`config.mk`:
```
export PLATFORM = sky130hd
export DESIGN_NAME = bml_decode
export DESIGN_NICKNAME = d
export VERILOG_FILES = /design/src/verilog/bml_pkg.sv /design/src/verilog/bml_flags.sv /design/src/verilog/bml_decode.sv
export VERILOG_INCLUDE_DIRS = /design/src /design/src/verilog
export SDC_FILE = /design/constraint.sdc
export NUM_CORES = 1
export LEC_CHECK = 0
export BUFFER_PORTS_ARGS = -buffer_cell sky130_fd_sc_hd__buf_2
export CORE_MARGIN = 2
export CORE_UTILIZATION = 35
export CTS_CLUSTER_SIZE = 16
export DETAILED_ROUTE_END_ITERATION = 8
export PLACE_DENSITY = 0.58
export SLEW_MARGIN = 40
export SYNTH_ARGS = -nofsm -noshare
export SYNTH_HDL_FRONTEND = slang
export SYNTH_HIERARCHICAL = 1
export SYNTH_SLANG_ARGS = --single-unit
```
`constraint.sdc`:
```
create_clock -name sys_clk -period 3.16 [get_ports sys_clk]
set_input_delay 0.632 -clock sys_clk [delete_from_list [all_inputs] [get_ports sys_clk]]
set_output_delay 0.632 -clock sys_clk [all_outputs]
set_load 0.1 [all_outputs]
```
`src/verilog/bml_consts.svh`:
```
// Constants for the byte move load decoder: opcodes, flag layout, counts.
// Assumes nothing; included by the package and the design files.
`ifndef BML_CONSTS_SVH
`define BML_CONSTS_SVH

// ==========================================================================
// Opcode nibble, instrWord[15:12]
`define BML_OP_IMM    4'h1
`define BML_OP_REG    4'h2
`define BML_OP_IND    4'h3
`define BML_OP_DISP   4'h4
`define BML_OP_POST   4'h5
`define BML_OP_ABS8   4'h6
`define BML_OP_ABS16  4'h7

// ==========================================================================
// Flag register bit positions and reset value
`define BML_FLAG_I      7
`define BML_FLAG_H      5
`define BML_FLAG_N      3
`define BML_FLAG_Z      2
`define BML_FLAG_V      1
`define BML_FLAG_C      0
`define BML_FLAG_RESET  8'h00

// ==========================================================================
// Upper address byte of the short absolute form
`define BML_ABS8_PAGE   8'hff

// ==========================================================================
// State counts and instruction lengths in bytes
`define BML_ST_IMM    3'h2
`define BML_ST_REG    3'h2
`define BML_ST_IND    3'h4
`define BML_ST_DISP   3'h6
`define BML_ST_POST   3'h6
`define BML_ST_ABS8   3'h4
`define BML_ST_ABS16  3'h6
`define BML_ST_BAD    3'h2
`define BML_LEN_SHORT 3'h2
`define BML_LEN_LONG  3'h4

`endif

```
`src/verilog/bml_pkg.sv`:
```
// Types and decode functions of the byte move load decoder.
// Assumes bml_consts.svh is on the include path.
`include "bml_consts.svh"

package bml_pkg;

  // ========================================================================
  // Addressing modes
  typedef enum logic [2:0] {
    BML_M_BAD, BML_M_IMM, BML_M_REG, BML_M_IND,
    BML_M_DISP, BML_M_POST, BML_M_ABS8, BML_M_ABS16
  } bml_mode_t;

  function automatic bml_mode_t bml_decode_mode(input logic [3:0] op);
    unique case (op)
      `BML_OP_IMM:   bml_decode_mode = BML_M_IMM;
      `BML_OP_REG:   bml_decode_mode = BML_M_REG;
      `BML_OP_IND:   bml_decode_mode = BML_M_IND;
      `BML_OP_DISP:  bml_decode_mode = BML_M_DISP;
      `BML_OP_POST:  bml_decode_mode = BML_M_POST;
      `BML_OP_ABS8:  bml_decode_mode = BML_M_ABS8;
      `BML_OP_ABS16: bml_decode_mode = BML_M_ABS16;
      default:       bml_decode_mode = BML_M_BAD;
    endcase
  endfunction

  function automatic logic [2:0] bml_states(input bml_mode_t m);
    unique case (m)
      BML_M_IMM:   bml_states = `BML_ST_IMM;
      BML_M_REG:   bml_states = `BML_ST_REG;
      BML_M_IND:   bml_states = `BML_ST_IND;
      BML_M_DISP:  bml_states = `BML_ST_DISP;
      BML_M_POST:  bml_states = `BML_ST_POST;
      BML_M_ABS8:  bml_states = `BML_ST_ABS8;
      BML_M_ABS16: bml_states = `BML_ST_ABS16;
      BML_M_BAD:   bml_states = `BML_ST_BAD;
    endcase
  endfunction

  function automatic logic bml_has_ext(input bml_mode_t m);
    bml_has_ext = (m == BML_M_DISP) || (m == BML_M_ABS16);
  endfunction

  function automatic logic bml_reads_mem(input bml_mode_t m);
    bml_reads_mem = (m != BML_M_BAD) && (m != BML_M_IMM) && (m != BML_M_REG);
  endfunction

endpackage

```
`src/verilog/bml_flags.sv`:
```
// Flag register update for a byte moved into a register.
// Assumes the caller loads the result into the flag register.
`include "bml_consts.svh"

module bml_flags (
  input  wire logic [7:0] baseFlags,
  input  wire logic [7:0] moveVal,
  input  wire logic       apply,
  output logic      [7:0] newFlags
);
  import bml_pkg::*;

  logic [7:0] moved;

  always_comb begin
    moved                = baseFlags;
    moved[`BML_FLAG_N]   = moveVal[7];
    moved[`BML_FLAG_Z]   = (moveVal == 8'h00);
    moved[`BML_FLAG_V]   = 1'b0;
    newFlags             = apply ? moved : baseFlags;
  end

endmodule // bml_flags

```
`src/verilog/bml_decode.sv`:
```
// Byte move load decoder: executes byte moves into a general register.
// Assumes memory and fetch answer exactly one cycle after a request, the
// register file read port is combinational, and all inputs share sys_clk.
// Behaviour
// - N copies bit 7 of the moved byte, Z set when it is zero.
// - Every byte move clears the overflow flag.
// - Carry, interrupt mask and half-carry keep their previous values.
// - Immediate move: two bytes, constant to destination, two states.
// - Register move: source byte to destination, two bytes, two states.
// - Indirect load: 16-bit pointer as address, two bytes, four states.
// - Displacement load: pointer plus 16-bit displacement, four bytes, six states.
// - Post-increment load: read at pointer, then pointer plus one, six states.
// - Absolute loads: short form 2 bytes/4 states, long 4 bytes/6 states.
`include "bml_consts.svh"

module bml_decode (
  input  wire logic        sys_clk,
  input  wire logic        rst_n,
  input  wire logic        instrValid,
  input  wire logic [15:0] instrWord,
  output logic             instrReady,
  output logic             fetchReq,
  input  wire logic [15:0] fetchData,
  output logic      [2:0]  regRdIdx,
  input  wire logic [15:0] regRdData,
  output logic             memRd,
  output logic      [15:0] memAddr,
  input  wire logic [7:0]  memData,
  output logic             regWrEn,
  output logic      [3:0]  regWrIdx,
  output logic      [7:0]  regWrData,
  output logic             ptrWrEn,
  output logic      [2:0]  ptrWrIdx,
  output logic      [15:0] ptrWrData,
  input  wire logic        flagLoad,
  input  wire logic [7:0]  flagLoadData,
  output logic      [7:0]  flagReg,
  output logic             retire,
  output logic      [2:0]  retireLen
);
  import bml_pkg::*;

  // ========================================================================
  // Instruction state
  logic            busy;
  logic     [2:0]  cnt;
  bml_mode_t       mode;
  logic     [3:0]  dst;
  logic     [7:0]  lit;
  logic     [15:0] ext;
  logic     [15:0] ptr;

  // ========================================================================
  // Decode and selection
  wire             accept    = instrValid && instrReady;
  wire bml_mode_t  inMode    = bml_decode_mode(instrWord[15:12]);
  wire      [2:0]  total     = bml_states(mode);
  wire             lastCyc   = busy && (cnt == total - 3'h1);
  wire             doneCyc   = busy && (cnt == total);
  // Pointer is only latched at the end of cycle 1; read it straight through then
  wire      [15:0] srcPair   = (cnt == 3'h1) ? regRdData : ptr;
  wire      [7:0]  srcByte   = lit[7] ? srcPair[7:0] : srcPair[15:8];
  wire      [15:0] dispAddr  = srcPair + ext;
  wire      [15:0] abs8Addr  = {`BML_ABS8_PAGE, lit};
  wire             memIssue  = busy && bml_reads_mem(mode) && (cnt == total - 3'h3);
  wire             writeNow  = lastCyc && (mode != BML_M_BAD);
  wire             postNow   = busy && (mode == BML_M_POST) && (cnt == total - 3'h2);
  wire      [7:0]  baseFlags = flagLoad ? flagLoadData : flagReg;
  wire      [7:0]  next_flags;
  logic     [15:0] next_addr;
  logic     [7:0]  next_val;
  logic     [2:0]  next_len;

  always_comb begin
    unique case (mode)
      BML_M_DISP:  next_addr = dispAddr;
      BML_M_ABS8:  next_addr = abs8Addr;
      BML_M_ABS16: next_addr = ext;
      default:     next_addr = srcPair;
    endcase
  end

  always_comb begin
    unique case (mode)
      BML_M_IMM: next_val = lit;
      BML_M_REG: next_val = srcByte;
      default:   next_val = memData;
    endcase
  end

  always_comb begin
    next_len = bml_has_ext(mode) ? `BML_LEN_LONG : `BML_LEN_SHORT;
  end

  bml_flags u_flags (
    .baseFlags (baseFlags),
    .moveVal   (next_val),
    .apply     (writeNow),
    .newFlags  (next_flags)
  );

  // ========================================================================
  // Sequencing: cycle 0 takes the instruction, the write lands in cycle N
  always_ff @(posedge sys_clk) begin
    if (!rst_n) begin
      busy       <= 1'b0;
      cnt        <= 3'h0;
      instrReady <= 1'b1;
    end else begin
      busy       <= accept ? 1'b1 : (doneCyc ? 1'b0 : busy);
      cnt        <= accept ? 3'h1 : (busy ? cnt + 3'h1 : cnt);
      instrReady <= accept ? 1'b0 : (lastCyc ? 1'b1 : instrReady);
    end
  end

  always_ff @(posedge sys_clk) begin
    if (!rst_n) begin
      mode     <= BML_M_BAD;
      dst      <= 4'h0;
      lit      <= 8'h00;
      regRdIdx <= 3'h0;
      fetchReq <= 1'b0;
    end else begin
      fetchReq <= accept && bml_has_ext(inMode);
      if (accept) begin
        mode     <= inMode;
        dst      <= instrWord[11:8];
        lit      <= instrWord[7:0];
        regRdIdx <= instrWord[6:4];
      end
    end
  end

  // Extension word arrives in cycle 2, latched just in time for the operand address formed in cycle 3
  always_ff @(posedge sys_clk) begin
    if (!rst_n) begin
      ext <= 16'h0000;
      ptr <= 16'h0000;
    end else begin
      if (busy && (cnt == 3'h2) && bml_has_ext(mode))
        ext <= fetchData;
      if (busy && (cnt == 3'h1))
        ptr <= regRdData;
    end
  end

  always_ff @(posedge sys_clk) begin
    if (!rst_n) begin
      memRd   <= 1'b0;
      memAddr <= 16'h0000;
    end else begin
      memRd <= memIssue;
      if (memIssue)
        memAddr <= next_addr;
    end
  end

  always_ff @(posedge sys_clk) begin
    if (!rst_n) begin
      ptrWrEn   <= 1'b0;
      ptrWrIdx  <= 3'h0;
      ptrWrData <= 16'h0000;
    end else begin
      ptrWrEn <= postNow;
      if (postNow) begin
        ptrWrIdx  <= regRdIdx;
        ptrWrData <= ptr + 16'h0001;
      end
    end
  end

  // Retire and register write share one cycle, so retire never precedes it
  always_ff @(posedge sys_clk) begin
    if (!rst_n) begin
      regWrEn   <= 1'b0;
      regWrIdx  <= 4'h0;
      regWrData <= 8'h00;
      retire    <= 1'b0;
      retireLen <= 3'h0;
      flagReg   <= `BML_FLAG_RESET;
    end else begin
      regWrEn <= writeNow;
      retire  <= lastCyc;
      flagReg <= next_flags;
      if (lastCyc) begin
        regWrIdx  <= dst;
        regWrData <= next_val;
        retireLen <= next_len;
      end
    end
  end
endmodule // bml_decode

```
Word-level counts from Yosys, hierarchy flattened
Memory sizes are Yosys's and may differ from the RTL's. A register that Yosys moved wholly into a read port is not among the register bits.
Index checks and enable logic that the tools add are counted.
{"block": "totals", "latch_bits": 0, "inputBits": 68, "ff_bits": 118, "rom_bits": 16, "n_memories": 1, "ramBits": 0}
{"block": "op_classes", "n_reduce_logical": 24, "div": 0, "mux": 16, "n_eq_ne": 23, "n_bitwise": 1, "n_addsub": 6, "magnitude_cmp": 0, "n_mul": 0, "n_shift": 0}
{"name": "(name not given)", "depth": 8, "word_bits": 2, "read_ports": 1, "rd_ports_with_merged_regs": 1, "write_ports": 0, "line_no": "bml_pkg.sv:28", "source": "unique case (m)"}
{"cell": "case mux 16 bit (3 select lines)", "n": 1}
{"cell": "case mux 3 bit (7 select lines)", "n": 1}
{"cell": "== test 3 bit (second input constant)", "n": 6}
{"cell": "adder 16 x 1 -> 16 bit (second input constant)", "n": 1}
{"cell": "adder 16 bit", "n": 1}
{"cell": "== test 4 x 3 -> 1 bit (second input constant)", "n": 4}
{"cell": "2-to-1 mux 16 bit", "n": 1}
{"cell": "2-to-1 mux 8 bit", "n": 2}
{"cell": "case mux 8 bit (2 select lines)", "n": 1}
{"cell": "logical AND 1 bit", "n": 14}
{"cell": "== test 3 bit", "n": 4}
{"cell": "2-to-1 mux 3 bit", "n": 3}
{"cell": "== test 4 x 2 -> 1 bit (second input constant)", "n": 2}
{"cell": "logical NOT 8 bit", "n": 1}
{"cell": "nonzero test 2 bit", "n": 4}
{"cell": "== test 3 x 1 -> 1 bit (second input constant)", "n": 2}
{"cell": "== test 3 x 2 -> 1 bit (second input constant)", "n": 2}
{"cell": "2-to-1 mux 1 bit", "n": 6}
{"cell": "subtractor 3 x 2 -> 3 bit (second input constant)", "n": 2}
{"cell": "== test 4 x 1 -> 1 bit (second input constant)", "n": 1}
{"cell": "2-to-1 mux 4 bit", "n": 1}
{"cell": "OR reduction 2 bit", "n": 2}
{"cell": "adder 3 x 1 -> 3 bit (second input constant)", "n": 1}
{"cell": "inequality test 3 x 1 -> 1 bit (second input constant)", "n": 1}
{"cell": "5 further kinds", "n": 6}

Depth between registers and ports, before layout
Gate-level depths: netlist of run 1.
{"block": "logic_depth", "depth_word": 6, "ltp_mapped": 16, "mapped_depth_nobuf": 13}

By module
Netlist of run 1, hierarchy kept.
{"mod": "bml_decode", "area_each_um2": 6456.2, "n_inst": 1, "cells_each": 751, "seq_area_each_um2": 2322.2}
{"mod": "bml_flags", "area_each_um2": 92.6, "n_inst": 1, "cells_each": 12, "seq_area_each_um2": 0.0}

Least setup slack after synthesis of run 1
OpenSTA, ideal clock, no wires.
{"block": "synth_path", "path_kind": "reg-to-reg", "from": "reg cnt[0]", "to": "reg memAddr[12]", "stages_incl_launch_ff": 15, "n_path_buf": 2, "arrival_time_ns": 3.010, "synth_period_minus_slack_ns": 3.126, "path_slack_ns": 0.034, "required_ns": 3.044, "cell_sequence": "dfxtp_1 ha_1 and2b_1 buf_4 buf_4 mux2i_1 inv_1 ha_1 fa_1 a21oi_1 o211ai_1 a22oi_1 o21bai_1 xor2_1 a41o_1"}
{"block": "synth_via", "elab_chain_len": 4, "elab_cells_between_ends": 6, "classes_between": "add/sub (1); eq/ne (2); mux (2); reduce/logical (1)"}
{"element": "start: declaration", "line_no": "bml_decode.sv:46", "source": "logic [2:0] cnt;"}
{"element": "start signal: assignment", "line_no": "bml_decode.sv:111", "source": "cnt <= accept ? 3'h1 : (busy ? cnt + 3'h1 : cnt);"}
{"element": "== test 3 x 1 -> 1 bit", "line_no": "bml_decode.sv:61", "source": "wire [15:0] srcPair = (cnt == 3'h1) ? regRdData : ptr;"}
{"element": "2-to-1 mux 16 bit", "line_no": "bml_decode.sv:61"}
{"element": "adder 16 bit", "line_no": "bml_decode.sv:63", "source": "wire [15:0] dispAddr = srcPair + ext;"}
{"element": "case mux 16 bit (3 select lines)", "line_no": "bml_decode.sv:75", "source": "unique case (mode)"}
{"element": "end signal: assignment", "line_no": "bml_decode.sv:154", "source": "memAddr <= next_addr;"}
{"element": "end: declaration", "line_no": "bml_decode.sv:27", "source": "output logic [15:0] memAddr,"}
Several ways; a longest one is shown, not always the timed one.
A chain may end at the register's enable or synchronous reset.

Worst setup path after layout of run 1
{"block": "layout_path", "from": "reg cnt[1]", "to": "reg memAddr[13]"}
Same word-level chain as after synthesis.

==> results of run 1 <==
-- through the flow --
step / instance area [um2] / setup WS [ns] / std cells / util, % / hold WS [ns]
after floorplan: 6550 / 0.0340 / 763 / - / 0.441
after global placement: 7460 / 0.158 / 1100 / 40.3 / 0.450
after detailed placement: 7460 / 0.0482 / 1100 / 40.3 / 0.457
after CTS: 8100 / 0.0444 / 1132 / 43.7 / 0.445
after global routing: 8130 / 0.000666 / 1132 / 43.9 / 0.460
final: 8130 / 0.135 / 1132 / 43.9 / 0.459
-- cell type report --
type,instances,share of cell area (%)
clock buffers,19,5.57
clock inverters,13,2.23
inverters,16,0.739
multi-input cells,568,47.9
flip-flops and latches,116,28.6
well taps,234,3.60
repair buffers,166,11.4
-- where the power goes --
group	leakage, nW	internal, W	switching, W
Sequential	0.940	0.00150	0.0000365
Clock	0.297	0.00136	0.000714
Combinational	2.25	0.000234	0.000416
-- cells in the final DEF (no fill, tap or decap), drive strengths merged, types with 5 or more instances in the layout --
cell and instances:
nand4 6, o22ai 6, a31oi 6, nand2 112
nand2b 5, a211oi 5, xor2 11, clkbuf 19
nor2 26, a21oi 33, mux2i 31, nand3 20
and2 16, o211a 14, xnor2 21, clkinvlp 5
and3 5, o21ai 50, a21o 7, nor3b 6
a22o 7, nor2b 28, mux2 25, buf 166
inv 16, a21boi 46, o22a 5, dfxtp 116
o211ai 10, ha 22, o221ai 5
-- registers in the layout (all words and copies together) (netlist names), 2 cells and up --
name / flops
ptrWrData: 16
lit: 6
ptr: 16
mode: 3
regWrIdx: 4
cnt: 3
flagReg: 8
dst: 4
regWrData: 8
total: 2
ext: 16
regRdIdx: 2
memAddr: 16
retireLen: 2
ptrWrIdx: 3
-- metal layers --
layer / vias to the layer above / share of wire (%)
li1: 2949 / -
met1: 2726 / 49
met2: 194 / 44
met3: 25 / 5.1
met4: 0 / 1.9
met5: - / 0
-- worst min-delay path: cells and delay by family --
kind | cells | cell delay, ns
buf+inv | 1 | 0.10
compound gates | 1 | 0.06
simple gates | 1 | 0.04
-- cells by family (layout without fill, tap and decap cells) --
| group | Yosys count | in the layout | synth area share (%) |
|---|---|---|---|
| AO/OA/AOI/OAI | 217 | 217 | 22.9 |
| XOR/XNOR | 32 | 32 | 4.28 |
| adder cells (fa/ha/maj) | 23 | 23 | 4.51 |
| buffers and inverters | 79 | 214 | 5.58 |
| flip-flops | 116 | 116 | 35.5 |
| multiplexers | 57 | 57 | 9.38 |
| other | 1 | 1 | 0.0573 |
| AND/OR/NAND/NOR | 238 | 238 | 17.9 |
-- worst max-delay path by stage --
| stage | end | slack [ns] | depth (start not counted) |
|---|---|---|---|
| 2_1_floorplan | memAddr[12]$_SDFFE_PN0P_ | 0.03 | 14 |
| 3_3_place_gp | memAddr[12]$_SDFFE_PN0P_ | 0.16 | 11 |
| 3_5_place_dp | memAddr[13]$_SDFFE_PN0P_ | 0.05 | 13 |
| 4_1_cts | memAddr[12]$_SDFFE_PN0P_ | 0.04 | 13 |
| 5_1_grt | memAddr[13]$_SDFFE_PN0P_ | 0.0007 | 13 |
| 6_report | memAddr[13]$_SDFFE_PN0P_ | 0.14 | 12 |
==> results.toml, run 1 <==
[place]
gp_congestion = 0.889
port_buffers = 133
dp_hpwl_um = 14400

[detailed_routing]
first_pass_iters = 5
wirelength_um = 19500
drt-initial-drc-count = 456
ant_nets = 0
drc_errors = 0
routed_via_density = 5.21
vias = 5894
routedWlPerCell_um = 17.2

[sta]
max_clock_freq_mhz = 331
min_period_ns = 3.02
finalHoldViolCount = 0
skew_ns = 0.00838
finalSetupViolCount = 0
final_max_slew_viol_count = 0
finalSetupTns_ns = 0
period_share_pct = 95.7
tightest_slew_ns = 0.570
grt_setup_unrepaired = "no"
max_slew_margin_pct = 62.0

[synth]
syn_area_um2 = 6550
synth_largest_area_cell = "dfxtp_1"
ys_top_cells_by_area = "dfxtp_1 35%, nand2_1 6.4%, a21boi_0 5.3%"
postSynthCellCount = 763
syn-mean-instance-area_um2 = 8.58
synth_commonest_cells = "116 x dfxtp_1, 112 x nand2_1, 48 x o21ai_0"
seq_area_frac_synth_pct = 35.5
synth_edf_count = 0
syn_nets = 854
synth_seq_cells = 116
synth_cell_types = 63
yosys.cell_count.top_type = "dfxtp_1"
ys_async_sr_fraction_pct = 0
yosysWarnings = 6
synth_top_area_share_pct = 35.5
yosys_most_used_dff = "dfxtp_1"

[critical_path]
r2r_start = "cnt[1]$_SDFFE_PP0P_"
cp.arrival_ns = 3.32
cp_top_family = "simple AND/OR/NAND/NOR gates"
cp-start-kind = "flop"
critPathRequiredTime_ns = 3.46
regToRegEndpoint = "memAddr[13]$_SDFFE_PN0P_"
ff2ff_path_depth = 12
cp-startpoint = "cnt[1]$_SDFFE_PP0P_"
max_stage_delay_ns = 0.46
crit_type = "flop to flop"
cp_num_buf_inv = 2
crit_chain = "inv_1 -> ha_1 -> and2b_2 -> buf_12 -> mux2_2 -> ha_1 -> o211ai_1 -> o21ai_0 -> nor3b_1 -> or3b_2 -> a21oi_1 -> o21ai_0"
crit_fanout = 18
cp-end-kind = "flop"
cp_slowest_cell = "or3b_2"
reg2reg_slack_ns = 0.14

[clocking]
cts.sinks = 116
cts.clk_slew.worst_paths_ns = 0.06
htree_levels = 4
cts_tree = "done"
cts-root-buf = "clkbuf_16"
holdBufCountCts = 0
numCtsBuffers = 17
ctsResizeCount = 0
clk_latency_ns = 0.42
max-clock-path-buffers = 2
cts_setup_buffers = 0

[global_routing]
antenna_found_initial = 0
grt_max_degree = 51
globalRouteOverflowTotal = 0
grt-busiest-layer = "met2"
use_met3_pct = 3.74
grt_first_pass_wirelength_um = 30600
globalRouteTotalUtil_pct = 19.7
grt_use_met1_pct = 28.3
first_global_vias = 5487
met2_usage_pct = 29.5

[min_path]
worstHoldPathType = "input port to flop"
hold_end = "dst[0]$_SDFFE_PN0P_"
hold_depth = 3
min_from = "instrWord[8]"

[finish]
area_growth_pct = 24.1
drive_gt1_share_pct = 26.8
multi_input_area_um2 = 3890
final_nets = 976
antenna_cells = 0
fillCellCount = 1854
seqCellArea_um2 = 2320

[run]
cap_viol_max_count = 0

[floorplanning]
dieArea_um2 = 19800
die_w_um = 141
die_y_um = 141
io_pins = 135
initial_utilization_pct = 35.4
fp-row-count = 50
core-area_um2 = 18500

[pwr]
leakage_nw = 3.49
power.density_nw_per_um2 = 524
peakVddDrop_mv = 0.340
total_power_w = 0.00426

[status]
status = "completed"
No activity file was read; power rests on OpenSTA's default activity.
==> inputs of run 2 (changes only) <==
--- a/config.mk
+++ b/config.mk
@@ -8,10 +8,11 @@
 export LEC_CHECK = 0
 export BUFFER_PORTS_ARGS = -buffer_cell sky130_fd_sc_hd__buf_2
 export CORE_MARGIN = 2
-export CORE_UTILIZATION = 35
+export CORE_UTILIZATION = 50
 export CTS_CLUSTER_SIZE = 16
 export DETAILED_ROUTE_END_ITERATION = 8
-export PLACE_DENSITY = 0.58
+export PLACE_DENSITY = 0.78
+export REMOVE_ABC_BUFFERS = 1
 export SLEW_MARGIN = 40
 export SYNTH_ARGS = -nofsm -noshare
 export SYNTH_HDL_FRONTEND = slang
==> constraint.sdc (replaced) <==
create_clock -name sys_clk -period 3.16 [get_ports sys_clk]
set_input_delay 0.632 -clock sys_clk [delete_from_list [all_inputs] [get_ports sys_clk]]
set_output_delay 0.632 -clock sys_clk [all_outputs]
set_load 0.02 [all_outputs]
==> run 2 against run 1 <==
Compared with the run above:
- global-route usage is 5.2 points higher
- wire length fell by 11%
- register-to-register slack improved by 0.07 ns
- first-iteration DRC count grew 39%
- sequential share of layout area is 0.73 points higher
- final cell count down 6.4%
- sequential power about the same
- total power shrank 5.0%
- clock power shrank 4%
- cell area decreased by 2.5%
- setup slack better by 0.069 ns
- critical path type unchanged
- largest power group unchanged
==> results.toml, run 2 (synthesis gave the netlist of run 1 again) <==
[status]
status = "completed"

[floorplanning]
dieArea_um2 = 14000
die_y_um = 118
initial_utilization_pct = 51.5
fp-row-count = 41
io_pins = 135
core-area_um2 = 12700
die_w_um = 118

[pwr]
clkPwrFrac_pct = 49.1
intPower_w = 0.00304
leakage_nw = 3.43
total_power_w = 0.00404
combinationalPowerShare_pct = 12.8
p_sw_share_pct = 24.8
peakVddDrop_mv = 0.356
switchingPower_w = 0.00100
power.density_nw_per_um2 = 510
seqPwrFrac_pct = 38.2

[finish]
area_growth_pct = 21.1
fin_cells = 1060
fillCellCount = 1136
final_cell_area_um2 = 7930
drive_gt1_share_pct = 25.5
layout_commonest_cell = "buf_2"
final_nets = 966
antenna_cells = 0
final_cell_mix = "133 x buf_2, 116 x dfxtp_1, 112 x nand2_1"

[critical_path]
crit_type = "flop to flop"
crit_chain = "inv_1 -> ha_1 -> and2b_2 -> mux2i_1 -> inv_1 -> ha_1 -> fa_1 -> a21oi_2 -> o211ai_1 -> buf_4 -> a311o_1 -> a21oi_1 -> o21ai_0"
cp-end-kind = "flop"
max_stage_delay_ns = 0.42
cp.arrival_ns = 3.26
cp_slowest_cell = "fa_1"
cp-start-kind = "flop"
cp_top_family = "compound AO/OA/AOI/OAI gates"
cp_num_buf_inv = 3
crit_fanout = 4
critPathRequiredTime_ns = 3.46

[sta]
finalSetupViolCount = 0
tightest_slew_ns = 0.711
finalSetupTns_ns = 0
skew_ns = 0.0122
max_slew_margin_pct = 52.5
max_clock_freq_mhz = 338
grt_setup_unrepaired = "no"
period_share_pct = 93.5
finalHoldViolCount = 0
final_max_slew_viol_count = 0
min_period_ns = 2.96

[clocking]
htree_levels = 4
cts_tree = "done"
clk_latency_ns = 0.42
cts-root-buf = "clkbuf_16"
holdBufCountCts = 0
cts.sinks = 116
cts.clk_slew.worst_paths_ns = 0.06
numCtsBuffers = 17
max-clock-path-buffers = 2

[place]
gp_congestion = 0.987
place_inst = 1028
dp_hpwl_um = 12500
port_buffers = 133
dpl_cell_area_um2 = 7300

[detailed_routing]
wirelength_um = 17400
routed_via_density = 5.57
ant_nets = 0
first_pass_iters = 5
vias = 5904
drc_errors = 0
routedWlPerCell_um = 16.4
drt-initial-drc-count = 633

[global_routing]
globalRouteTotalUtil_pct = 24.9
globalRouteOverflowTotal = 0
first_global_vias = 5482
grt_first_pass_wirelength_um = 27800
antenna_found_initial = 0
grt_max_degree = 66

[run]
cap_viol_max_count = 0

[min_path]
worstHoldPathType = "input port to flop"
## run 2: cell count changes in the layout (fill, tap and decap cells not counted), moves of 2 or more
cell        change
buf_4          -10
clkinvlp_4      -3
clkbuf_1        +2
clkbuf_8        +2
mux2i_1         +2
## run 2: layout make-up
cell class	count	area (um2)	share of cell area [%]
multi-input combinational	568	3870	48.9
sequential	116	2320	29.3
timing repair buffer	156	842	10.6
clock buffer	23	488	6.16
tap	172	215	2.71
clock inverter	9	125	1.58
inverter	16	60.1	0.758
## run 2: routing by layer
metal | vias up | global-route usage, % | routed length [um]
met5 | - | 0 | 0
met4 | 0 | 10.3 | 423
met3 | 31 | 5.98 | 1190
met2 | 251 | 38.4 | 7750
met1 | 2702 | 33.3 | 8020
li1 | 2920 | - | -
## run 2: per-stage QoR
step           hold WS [ns]  worst slack (ns)  util (%)
2_1_floorplan         0.441            -0.153         -
3_3_place_gp          0.452             0.228      57.4
3_5_place_dp          0.458             0.143      57.4
4_1_cts               0.454             0.131      62.2
5_1_grt               0.461            0.0260      62.3
6_report              0.464             0.204      62.3
## run 2: worst paths after layout
path,start,end,slack (ns),cells past startpoint
setup / recovery,cnt[1]$_SDFFE_PP0P_,memAddr[10]$_SDFFE_PN0P_,0.20,13
setup reg to reg,cnt[1]$_SDFFE_PP0P_,memAddr[10]$_SDFFE_PN0P_,0.20,13
hold reg to reg,dst[3]$_SDFFE_PN0P_,regWrIdx[3]$_SDFFE_PN0P_,0.46,2
hold / removal,fetchData[5],ext[5]$_SDFFE_PN0P_,0.46,3
## run 2: power groups by stage
stage / clock network, W / logic (W) / registers, W
floorplan: 0 / 0.000285 / 0.00159
global placement: 0 / 0.000495 / 0.00157
detailed placement: 0 / 0.000502 / 0.00157
CTS: 0.00201 / 0.000505 / 0.00154
global route: 0.00208 / 0.000561 / 0.00155
finish: 0.00198 / 0.000516 / 0.00154
## run 2: worst min-delay path, stage by stage
cell and delay [ns]:
buf_2 0.08, mux2i_1 0.05, nor2b_1 0.09
## run 2: timing repair
action                                  4_1_cts  5_1_grt
endpoints found under the setup margin        0        6
resized for setup                             0        6
setup buffers                                 0        0
==> inputs of run 3 (changes only) <==
--- a/config.mk
+++ b/config.mk
@@ -12,6 +12,7 @@
 export CTS_CLUSTER_SIZE = 16
 export DETAILED_ROUTE_END_ITERATION = 8
 export PLACE_DENSITY = 0.78
+export RECOVER_POWER = 25
 export REMOVE_ABC_BUFFERS = 1
 export SLEW_MARGIN = 40
 export SYNTH_ARGS = -nofsm -noshare
==> run 3 against run 2 <==
Compared with the run above:
- the run now ends with max-capacitance violations, max-slew violations left
- largest cell class unchanged
- clock power is essentially flat
- register-to-register slack worse by 0.03 ns
- clock skew barely moved
- final cell count unchanged
- sequential cell count unchanged
==> results.toml, run 3 (synthesis gave the netlist of run 1 again) <==
[clocking]
cts.sinks = 116
cts-root-buf = "clkbuf_16"
max-clock-path-buffers = 2
ctsResizeCount = 0
clk_latency_ns = 0.42
numCtsBuffers = 17
cts_setup_buffers = 0
cts.clk_slew.worst_paths_ns = 0.06
htree_levels = 4
holdBufCountCts = 0
cts_tree = "done"

[place]
pre_cts_slack_ns = 0.143
port_buffers = 133
dpl_cell_area_um2 = 7300
gp_congestion = 0.987
dp_hpwl_um = 12500

[critical_path]
cp-start-kind = "flop"
crit_chain = "inv_1 -> ha_1 -> and2b_2 -> mux2i_1 -> inv_1 -> ha_1 -> fa_1 -> a21oi_2 -> o211ai_1 -> buf_4 -> a311o_1 -> a21oi_1 -> o21ai_0"
critPathRequiredTime_ns = 3.46
cp-startpoint = "cnt[1]$_SDFFE_PP0P_"
cp-end-kind = "flop"
r2r_start = "cnt[1]$_SDFFE_PP0P_"
cp_top_family = "compound AO/OA/AOI/OAI gates"
cp_slowest_cell = "fa_1"
crit_fanout = 4
cp_num_buf_inv = 3
crit_type = "flop to flop"
cp.arrival_ns = 3.28
max_stage_delay_ns = 0.42

[min_path]
min_from = "fetchData[5]"
worstHoldPathType = "input port to flop"

[detailed_routing]
drt-met1-wl_um = 7910
drt-initial-drc-count = 581
routedWlPerCell_um = 16.5
top_layer = "met4"
met2_length_um = 7830
wl_met3_um = 1320
vias = 5896
routed_via_density = 5.56
first_pass_iters = 5
ant_nets = 0
drc_errors = 0
wirelength_um = 17500

[floorplanning]
die_w_um = 118
fp-row-count = 41
core-area_um2 = 12700
dieArea_um2 = 14000
initial_utilization_pct = 51.5
die_y_um = 118
io_pins = 135

[sta]
min_period_ns = 2.99
tightest_slew_ns = 1.70
period_share_pct = 94.5
finalSetupTns_ns = 0
final_max_slew_viol_count = 49
grt_setup_unrepaired = "no"
max_slew_margin_pct = -13.2
finalSetupViolCount = 0
finalHoldViolCount = 0
setup_ws_ns = 0.174
skew_ns = 0.0118
hold_slack_ns = 0.466
max_clock_freq_mhz = 335

[finish]
area_growth_pct = 20.5
fillCellCount = 1143
antenna_cells = 0
drive_gt1_share_pct = 22.6
layout_commonest_cell = "dfxtp_1"
final_cell_area_um2 = 7890
final_cell_mix = "116 x dfxtp_1, 112 x nand2_1, 109 x buf_2"
final_nets = 966

[run]
cap_viol_max_count = 1

[pwr]
peakVddDrop_mv = 0.355
power.density_nw_per_um2 = 512
leakage_nw = 3.33

[global_routing]
grt_max_degree = 66
grt_first_pass_wirelength_um = 27800
first_global_vias = 5482
globalRouteOverflowTotal = 0
antenna_found_initial = 0
globalRouteTotalUtil_pct = 24.9

[status]
failed_checks = "max-capacitance violations, max-slew violations"
status = "complete, but fails checks"
-- run 3: cell count changes in the layout (fill, tap and decap cells not counted), sizes merged --
cell	delta
buf	-25
clkbuf	+25
-- run 3: metal layers --
metal / vias up / GRT usage [%]
li1: 2920 / -
met2: 264 / 38.4
met3: 26 / 5.98
met1: 2686 / 33.3
met4: 0 / 10.3
met5: - / 0
-- run 3: layout make-up --
class,instances,area (um2),share of cell area (%)
clock buffer,23,488,6.18
clock inverter,9,125,1.59
inverter,16,60.1,0.761
multi-input combinational,568,3870,49.1
sequential,116,2320,29.4
tap,172,215,2.73
timing repair buffer,156,808,10.2
-- run 3: report_power, final --
| part | internal [W] | switching (W) | leakage, nW | total, W |
|---|---|---|---|---|
| Sequential | 0.00150 | 0.0000421 | 0.940 | 0.00154 |
| Clock | 0.00132 | 0.000667 | 0.299 | 0.00198 |
| Combinational | 0.000219 | 0.000295 | 2.09 | 0.000514 |
| Total | 0.00304 | 0.00100 | 3.33 | 0.00404 |
-- run 3: through the flow --
stage,std cells,util (%),power [W]
floorplan,700,-,0.00188
global placement,1028,57.4,0.00207
detailed placement,1028,57.4,0.00208
CTS,1060,62.2,0.00406
global route,1060,62.0,0.00419
finish,1060,62.0,0.00404
-- run 3: final timing paths --
path                            cells past startpoint                       end  slack (ns)
worst min register to register                      2  regWrIdx[3]$_SDFFE_PN0P_        0.47
worst max-delay path                               13  memAddr[10]$_SDFFE_PN0P_        0.17
worst max register to register                     13  memAddr[10]$_SDFFE_PN0P_        0.17
worst min-delay path                                3       ext[5]$_SDFFE_PN0P_        0.47
-- run 3: worst reg2reg max path, cell delays in order, from the launching register on --
cell and delay, ns:
dfxtp_1 0.32, inv_1 0.05, ha_1 0.17, and2b_2 0.24, mux2i_1 0.20, inv_1 0.08, ha_1 0.23, fa_1 0.42
a21oi_2 0.18, o211ai_1 0.18, buf_4 0.19, a311o_1 0.34, a21oi_1 0.17, o21ai_0 0.11
